===== config.mk =====
export PLATFORM = sky130hd
export DESIGN_NAME = sew_core
export DESIGN_NICKNAME = d
export VERILOG_FILES = /design/src/rtl/sew_pkg.sv /design/src/rtl/sew_core.sv
export SDC_FILE = /design/constraint.sdc
export NUM_CORES = 1
export LEC_CHECK = 0
export BUFFER_PORTS_ARGS = -buffer_cell sky130_fd_sc_hd__clkbuf_2
export CORE_MARGIN = 10
export CORE_UTILIZATION = 25
export DETAILED_ROUTE_END_ITERATION = 7
export GPL_TIMING_DRIVEN = 0
export SYNTH_ARGS = -nofsm -noshare
export SYNTH_HDL_FRONTEND = slang
export SYNTH_SLANG_ARGS = --single-unit

===== constraint.sdc =====
create_clock -name aclk -period 1.9 [get_ports aclk]
set_clock_uncertainty 0.15 [all_clocks]
set_input_delay 0.38 -clock aclk [delete_from_list [all_inputs] [get_ports aclk]]
set_output_delay 0.38 -clock aclk [all_outputs]
set_load 0.01 [all_outputs]

===== src/rtl/sew_pkg.sv =====
// Shared constants and types for the streamer event wait block
package sew_pkg;

    // ==========================================================
    // Instruction encoding
    // ==========================================================
    localparam logic [6:0] SEW_OPC_EVT  = 7'h6B;
    localparam logic [8:0] SEW_SRC_EVT  = 9'h024;
    localparam logic [8:0] SEW_DST_SLOT = 9'h01A;
    localparam logic [8:0] SEW_DST_LUT  = 9'h01D;
    localparam logic [8:0] SEW_DST_OSC  = 9'h01C;
    localparam logic [8:0] SEW_LUT_LAST = 9'h1FF;

    // ==========================================================
    // Flag positions
    // ==========================================================
    localparam int SEW_F_SLOT = 0;
    localparam int SEW_F_LUT  = 1;
    localparam int SEW_F_OSC  = 2;
    localparam int SEW_NFLAG  = 3;

    // ==========================================================
    // Register map
    // ==========================================================
    localparam logic [3:0] SEW_A_CTRL  = 4'h0;
    localparam logic [3:0] SEW_A_FLAGS = 4'h4;
    localparam logic [3:0] SEW_A_TGT   = 4'h8;
    localparam int         SEW_CTRL_TMO = 0;
    localparam logic       SEW_CTRL_RST = 1'b1;
    localparam int         SEW_ST_BUSY  = 3;
    localparam logic [1:0] SEW_OKAY     = 2'h0;
    localparam logic [1:0] SEW_SLVERR   = 2'h2;

    // ==========================================================
    // Types
    // ==========================================================
    typedef struct packed {
        logic [3:0] cond;
        logic [6:0] opcode;
        logic       c;
        logic       z;
        logic       i;
        logic [8:0] dest;
        logic [8:0] src;
    } sew_instr_t;

    typedef struct packed {
        logic       stream_cmd;
        logic [2:0] poll;
    } sew_clr_t;

    typedef struct packed {
        logic c_we;
        logic c_val;
        logic z_we;
        logic z_val;
    } sew_fx_t;

    typedef enum logic [1:0] {
        SEW_IDLE = 2'b01,
        SEW_WAIT = 2'b10
    } sew_state_t;

endpackage


===== src/rtl/sew_core.sv =====
// Streamer event flags and wait-instruction stall logic
// Behaviour
// - Wait ends at once if flag set, else on event; clears flag, set wins
// - Queue load just before wait arms timeout; counter hit aborts the wait
// - Requested carry/zero written only when timeout armed: 1 on timeout alone, 0 on event or on both in one cycle
// - Pipeline stalled, no issue, no interrupt, until wait ends
// - Slot-free flag set when streamer becomes ready for a command
// - Slot-free flag cleared by stream commands and its poll/wait/jumps
// - Lookup-wrap flag set when streamer reads lookup location 1FF
// - Lookup-wrap flag cleared at core start and by its poll/wait/jumps
// - Oscillator-wrap flag set each time the streamer oscillator wraps
// - Oscillator-wrap flag cleared by stream commands and its poll/wait/jumps
// - Lookup-wrap wait is event opcode, dest 000011101, src 000100100
// - Oscillator-wrap wait is event opcode, dest 000011100, same src
// - Slot-free wait is event opcode, dest 000011010, same src
module sew_core
    import sew_pkg::*;
(
    input  wire logic        aclk,
    input  wire logic        aresetn,
    input  wire logic [3:0]  awaddr,
    input  wire logic        awvalid,
    output logic             awready,
    input  wire logic [31:0] wdata,
    input  wire logic [3:0]  wstrb,
    input  wire logic        wvalid,
    output logic             wready,
    output logic [1:0]       bresp,
    output logic             bvalid,
    input  wire logic        bready,
    input  wire logic [3:0]  araddr,
    input  wire logic        arvalid,
    output logic             arready,
    output logic [31:0]      rdata,
    output logic [1:0]       rresp,
    output logic             rvalid,
    input  wire logic        rready,
    input  wire logic        issue_valid,
    input  sew_instr_t       issue_instr,
    input  wire logic        qload_valid,
    input  wire logic [31:0] qload_value,
    input  sew_clr_t         clr_req,
    input  wire logic        core_start,
    input  wire logic        slot_ready,
    input  wire logic        lut_rd,
    input  wire logic [8:0]  lut_addr,
    input  wire logic        osc_wrap,
    input  wire logic [31:0] sys_cnt,
    output logic             stall,
    output logic             wait_done,
    output sew_fx_t          flag_fx,
    output logic [2:0]       flags
);

    // ==========================================================
    // Declarations
    // ==========================================================
    sew_state_t  state_reg;
    logic        stall_reg;
    logic        done_reg;
    sew_fx_t     fx_reg;
    logic        issue_ok;
    logic [2:0]  wsel;
    logic [2:0]  wsel_reg;
    logic        fxc_reg;
    logic        fxz_reg;
    logic        arm_reg;
    logic        qprev_reg;
    logic [31:0] target_reg;
    logic        wait_hit;
    logic        wait_tmo;
    logic        wait_end;
    logic [2:0]  flag_reg;
    logic [2:0]  set_vec;
    logic [2:0]  clr_vec;
    logic [2:0]  src_clr;
    logic [2:0]  sw_clr;
    logic [2:0]  wait_clr;
    logic        cmd_clr;
    logic        slot_prev_reg;
    logic        ctrl_tmo_reg;
    logic        aw_have_reg;
    logic        w_have_reg;
    logic [3:0]  awaddr_reg;
    logic [31:0] wdata_reg;
    logic [3:0]  wstrb_reg;
    logic        awready_reg;
    logic        wready_reg;
    logic        bvalid_reg;
    logic [1:0]  bresp_reg;
    logic        arready_reg;
    logic        rvalid_reg;
    logic [31:0] rdata_reg;
    logic [1:0]  rresp_reg;
    logic        wr_fire;

    // ==========================================================
    // Decoding
    // ==========================================================

    // Map a wait instruction onto its flag
    function automatic logic [2:0] wait_sel(input sew_instr_t ins);
        logic [2:0] sel;
        sel = 3'h0;
        if (ins.opcode == SEW_OPC_EVT && ins.src == SEW_SRC_EVT) begin
            if (ins.dest == SEW_DST_SLOT) sel[SEW_F_SLOT] = 1'b1;
            if (ins.dest == SEW_DST_LUT) sel[SEW_F_LUT] = 1'b1;
            if (ins.dest == SEW_DST_OSC) sel[SEW_F_OSC] = 1'b1;
        end
        return sel;
    endfunction

    // Register address is mapped
    function automatic logic addr_ok(input logic [3:0] a);
        return a == SEW_A_CTRL || a == SEW_A_FLAGS || a == SEW_A_TGT;
    endfunction

    // Issue only while not stalled
    assign issue_ok = issue_valid & ~stall_reg;
    assign wsel     = issue_ok ? wait_sel(issue_instr) : 3'h0;

    // ==========================================================
    // Event flags
    // ==========================================================

    // Edge of streamer readiness
    always_ff @(posedge aclk) begin
        if (!aresetn) slot_prev_reg <= 1'b0;
        else slot_prev_reg <= slot_ready;
    end

    // Flag set sources
    assign set_vec[SEW_F_SLOT] = slot_ready & ~slot_prev_reg;
    assign set_vec[SEW_F_LUT]  = lut_rd & (lut_addr == SEW_LUT_LAST);
    assign set_vec[SEW_F_OSC]  = osc_wrap;

    // Flag clear sources
    assign cmd_clr             = issue_ok & clr_req.stream_cmd;
    assign src_clr[SEW_F_SLOT] = cmd_clr;
    assign src_clr[SEW_F_LUT]  = core_start;
    assign src_clr[SEW_F_OSC]  = cmd_clr;
    assign wait_clr            = wait_hit ? wsel_reg : 3'h0;
    assign clr_vec = src_clr | sw_clr | wait_clr
                   | (issue_ok ? clr_req.poll : 3'h0);

    // Sticky flags, a set beats a clear
    for (genvar g = 0; g < SEW_NFLAG; g++) begin : g_flag
        always_ff @(posedge aclk) begin
            if (!aresetn) flag_reg[g] <= 1'b0;
            else flag_reg[g] <= set_vec[g] | (flag_reg[g] & ~clr_vec[g]);
        end
    end

    // ==========================================================
    // Wait sequencing
    // ==========================================================

    // End conditions of a wait in progress
    assign wait_hit = state_reg == SEW_WAIT && |(wsel_reg & flag_reg);
    assign wait_tmo = state_reg == SEW_WAIT && arm_reg
                    && sys_cnt == target_reg;
    assign wait_end = wait_hit | wait_tmo;

    // Queue load immediately before a wait
    always_ff @(posedge aclk) begin
        if (!aresetn) begin
            qprev_reg  <= 1'b0;
            target_reg <= 32'h0000_0000;
        end else if (issue_ok) begin
            qprev_reg <= qload_valid;
            if (qload_valid) target_reg <= qload_value;
        end
    end

    // Wait context captured at issue
    always_ff @(posedge aclk) begin
        if (!aresetn) begin
            wsel_reg <= 3'h0;
            fxc_reg  <= 1'b0;
            fxz_reg  <= 1'b0;
            arm_reg  <= 1'b0;
        end else if (|wsel) begin
            wsel_reg <= wsel;
            fxc_reg  <= issue_instr.c;
            fxz_reg  <= issue_instr.z;
            arm_reg  <= qprev_reg & ctrl_tmo_reg;
        end
    end

    // Stall state machine
    always_ff @(posedge aclk) begin
        if (!aresetn) begin
            state_reg <= SEW_IDLE;
            stall_reg <= 1'b0;
        end else begin
            unique case (state_reg)
                SEW_IDLE: begin
                    if (|wsel) begin
                        state_reg <= SEW_WAIT;
                        stall_reg <= 1'b1;
                    end
                end
                SEW_WAIT: begin
                    if (wait_end) begin
                        state_reg <= SEW_IDLE;
                        stall_reg <= 1'b0;
                    end
                end
                default: begin
                    state_reg <= SEW_IDLE;
                    stall_reg <= 1'b0;
                end
            endcase
        end
    end

    // Completion pulse and flag effects
    always_ff @(posedge aclk) begin
        if (!aresetn) begin
            done_reg <= 1'b0;
            fx_reg   <= '0;
        end else begin
            done_reg     <= wait_end;
            fx_reg.c_we  <= wait_end & fxc_reg & arm_reg;
            fx_reg.z_we  <= wait_end & fxz_reg & arm_reg;
            fx_reg.c_val <= wait_tmo & ~wait_hit;
            fx_reg.z_val <= wait_tmo & ~wait_hit;
        end
    end

    assign stall     = stall_reg;
    assign wait_done = done_reg;
    assign flag_fx   = fx_reg;
    assign flags     = flag_reg;

    // ==========================================================
    // Register bus
    // ==========================================================

    // Write address channel
    always_ff @(posedge aclk) begin
        if (!aresetn) begin
            awready_reg <= 1'b1;
            aw_have_reg <= 1'b0;
            awaddr_reg  <= 4'h0;
        end else if (awvalid && awready_reg) begin
            awready_reg <= 1'b0;
            aw_have_reg <= 1'b1;
            awaddr_reg  <= awaddr;
        end else if (bvalid_reg && bready) begin
            awready_reg <= 1'b1;
            aw_have_reg <= 1'b0;
        end
    end

    // Write data channel
    always_ff @(posedge aclk) begin
        if (!aresetn) begin
            wready_reg <= 1'b1;
            w_have_reg <= 1'b0;
            wdata_reg  <= 32'h0000_0000;
            wstrb_reg  <= 4'h0;
        end else if (wvalid && wready_reg) begin
            wready_reg <= 1'b0;
            w_have_reg <= 1'b1;
            wdata_reg  <= wdata;
            wstrb_reg  <= wstrb;
        end else if (bvalid_reg && bready) begin
            wready_reg <= 1'b1;
            w_have_reg <= 1'b0;
        end
    end

    assign wr_fire = aw_have_reg & w_have_reg & ~bvalid_reg;

    // Write response
    always_ff @(posedge aclk) begin
        if (!aresetn) begin
            bvalid_reg <= 1'b0;
            bresp_reg  <= SEW_OKAY;
        end else if (wr_fire) begin
            bvalid_reg <= 1'b1;
            bresp_reg  <= addr_ok(awaddr_reg) ? SEW_OKAY : SEW_SLVERR;
        end else if (bready) begin
            bvalid_reg <= 1'b0;
        end
    end

    // Timeout enable control
    always_ff @(posedge aclk) begin
        if (!aresetn) ctrl_tmo_reg <= SEW_CTRL_RST;
        else if (wr_fire && awaddr_reg == SEW_A_CTRL && wstrb_reg[0])
            ctrl_tmo_reg <= wdata_reg[SEW_CTRL_TMO];
    end

    // Write one to clear flags
    assign sw_clr = (wr_fire && awaddr_reg == SEW_A_FLAGS && wstrb_reg[0])
                  ? wdata_reg[2:0] : 3'h0;

    // Read channel
    always_ff @(posedge aclk) begin
        if (!aresetn) begin
            arready_reg <= 1'b1;
            rvalid_reg  <= 1'b0;
            rdata_reg   <= 32'h0000_0000;
            rresp_reg   <= SEW_OKAY;
        end else if (arvalid && arready_reg) begin
            arready_reg <= 1'b0;
            rvalid_reg  <= 1'b1;
            rresp_reg   <= addr_ok(araddr) ? SEW_OKAY : SEW_SLVERR;
            unique case (araddr)
                SEW_A_CTRL:  rdata_reg <= 32'(ctrl_tmo_reg);
                SEW_A_FLAGS: rdata_reg <= 32'({stall_reg, flag_reg});
                SEW_A_TGT:   rdata_reg <= target_reg;
                default:     rdata_reg <= 32'h0000_0000;
            endcase
        end else if (rvalid_reg && rready) begin
            arready_reg <= 1'b1;
            rvalid_reg  <= 1'b0;
        end
    end

    assign awready = awready_reg;
    assign wready  = wready_reg;
    assign bvalid  = bvalid_reg;
    assign bresp   = bresp_reg;
    assign arready = arready_reg;
    assign rvalid  = rvalid_reg;
    assign rdata   = rdata_reg;
    assign rresp   = rresp_reg;

endmodule


==> metrics.txt <==
total via count in the routed design=roughly 3,900; register bit count reported by yosys=around 100; number of I/O port buffers=175; Clk network pwr share=0.428; parity-gate share of the synthesized area counting xor and xnor cells=0.0659; pins over their slew limit=0; dpl ws=-0.455 ns; area enclosed by the die boundary=about 0.023 sq mm; fraction of layout cells with a size suffix above 1=0.354; area taken by flip-flops and latches=0.00199 sq mm; length in cells of the worst reg-to-reg path=6; cts-stage hold buffer count=0; Worst Setup Start Kind=flop; Reg clk slew, reported paths=0.07 ns; critical path arrival=1.99 ns; EDFF count, synth=0; transition time of the tightest slew-check pin=0.568 ns; Pre-Repair DR Iteration Count=4; deepest clock path buffer count=2; all-layer global routing usage=0.130; final setup violation count=0; post-synthesis share of cell area spent on and, or, nand and nor gates=0.228; largest fanout of any net on the critical path=6; combinational share of power=0.108; classification of the worst setup path=flop to flop; most numerous cell types in the synthesized netlist=sky130_fd_sc_hd__dfxtp_1 (99), sky130_fd_sc_hd__nand2_1 (92), sky130_fd_sc_hd__a21boi_0 (46), sky130_fd_sc_hd__nor2b_1 (40), sky130_fd_sc_hd__a22oi_1 (32); number of warnings reported in the yosys synthesis log=0; Int Pwr=3.62 mW; total power per unit cell area=806 mW/mm^2; number of placement rows=47; standby leakage power=2.46 nW; VDD IR max=395 uV; remaining number of nets flagged by the antenna check after routing=0; wirelength, routed=15,100 um; CTS Root Buffer Type=sky130_fd_sc_hd__clkbuf_16; number of antenna violations at the first check in global routing=1; Switch Pwr=around 1.1 mW; Tightest Hold Check Type=input port to flop; hold path depth=3; RePlAce Congestion=0.826; pin count of the biggest net entering global routing=17; Floorplan Core Area=~0.017 sq mm; fraction of the mapped netlist area in compound gates=0.192; Initial Util=0.255; clock period minus worst slack=1.85 ns; synthesis-to-layout area growth=38.6%; wire length per cell=17.2 um; chip width=~150 um; number of H-tree branching levels=3; fraction of power spent switching nets=0.237; relative slew slack=0.622; top achievable clock speed=~0.54 GHz; wire length of the first global-routing pass=about 22,000 um; per-instance average area after synthesis=9.16 sq um; net total in the final layout=820; result of the run=completed; DRC violations left=0; placed wire-length estimate after detailed placement=roughly 12,000 um; asr flop ratio synth=0; fin crit share=0.974; Ports=216; CTS buffer count=9; sequential cell area fraction in the yosys report=0.466; via-per-instance ratio=around 4.5; portion of netlist area occupied by mux cells=0.00942; dominant cell type by area after synthesis=sky130_fd_sc_hd__dfxtp_1; portion of synthesized cell area occupied by the leading cell type=0.466; endpoint kind of the worst setup timing path=flop; DR iter-0 viols=154; mapped cell area=0.00425 sq mm; most frequent cell after synthesis=sky130_fd_sc_hd__dfxtp_1; most used flip-flop cell after synthesis=sky130_fd_sc_hd__dfxtp_1; post-synthesis adder-cell area fraction=0; CTS tree=done; Req. time, crit path=~2.0 ns; cell types occupying the most area after synthesis=sky130_fd_sc_hd__dfxtp_1 (47%), sky130_fd_sc_hd__a21boi_0 (8.1%), sky130_fd_sc_hd__nand2_1 (8.1%); Power, Total=4.75 mW; Synth cell types=47; count of filler cells inserted in the layout=1,735; share of power burned in registers=0.464; Final Hold Viols=0; height of the die=about 150 um; gate count of the mapped netlist=464; final worst-path setup slack=around 0.049 ns; number of global-route vias before repair=a little over 4,000; main combinational cell family by area after synthesis=simple AND/OR/NAND/NOR gates; TritonCTS sink count=99; total area of multi-input combinational cells=0.00220 sq mm; count of max-cap constraint violations=0; global route overflow=0; insertion delay of the later-clocked pin in the worst-skew pair=0.34 ns
## metal layers
metal / track usage / routed length, um
met1: 0.159 / 6550
met2: 0.215 / 7350
met3: 0.0375 / 914
met4: 0.0447 / 290
met5: 0 / 0
## critical path, stage by stage, from the launching register on
cell and delay [ns]:
sky130_fd_sc_hd__dfxtp_2 0.36, sky130_fd_sc_hd__xnor2_4 0.22, sky130_fd_sc_hd__nand4_1 0.14, sky130_fd_sc_hd__nor4_2 0.33
sky130_fd_sc_hd__and4_1 0.28, sky130_fd_sc_hd__buf_6 0.13, sky130_fd_sc_hd__o2111a_1 0.20
## cells in the final DEF, fill, tap and decap left out, drive strengths merged, types with 4 or more instances in the layout
cell    count
and2        6
a22oi      32
nand4      10
dfxtp      99
a21boi     46
buf        15
nand2      92
nor4        4
nand2b      5
a21oi       4
nor3        4
mux2i       4
xor2        7
nor2b      40
inv         4
o21ai       9
nand3      11
clkbuf    203
xnor2      25
## cell families after synthesis
kind of cell,Yosys count
xor+xnor,32
other cells,1
buf+inv,31
simple gates,187
compound gates,110
mux,4
flops,99
## per-stage QoR
stage / area [sq um] / cells / hold WS (ns) / TNS [ns] / util
floorplan: 4250 / 465 / 0.258 / 0 / -
global placement: 5410 / 860 / 0.269 / -10.66 / 0.325
detailed placement: 5410 / 860 / 0.271 / -11.00 / 0.325
CTS: 5820 / 879 / 0.0786 / 0 / 0.350
global route: 5890 / 879 / 0.0989 / -0.0306 / 0.354
finish: 5890 / 880 / 0.0907 / 0 / 0.354
## final cells by class
cell class                 instances  area share
multi-input combinational        335       0.374
sequential                        99       0.337
timing repair buffer             179       0.154
tap                              220      0.0467
clock buffer                      11      0.0429
buffer                            28      0.0291
clock inverter                     5      0.0140
inverter                           2     0.00127
antenna                            1    0.000425
## power by group through the flow
stage	sequential (mW)	combinational (mW)	clock (mW)
after global placement	2.24	0.496	0
after detailed placement	2.24	0.497	0
after global routing	2.21	0.568	2.16
after CTS	2.20	0.513	2.09
final	2.20	0.514	2.03
after floorplan	2.23	0.233	0
## path summary, 6_finish.rpt
path                               start                        to  slack, ns
min reg2reg     slot_prev_reg$_SDFF_PN0_       flags[0]$_SDFF_PN0_       0.28
min                           slot_ready  slot_prev_reg$_SDFF_PN0_       0.09
max reg2reg  target_reg[27]$_SDFFE_PN0P_     flag_fx[1]$_SDFF_PN0_       0.05
max          target_reg[27]$_SDFFE_PN0P_     flag_fx[1]$_SDFF_PN0_       0.05
## repair_timing
item                       4_1_cts  5_1_grt
pin swaps                        4        6
buffers inserted                 3        1
setup endpoints to repair       37       52
gates resized for setup         10       21
No activity file was read; power rests on OpenSTA's default activity.
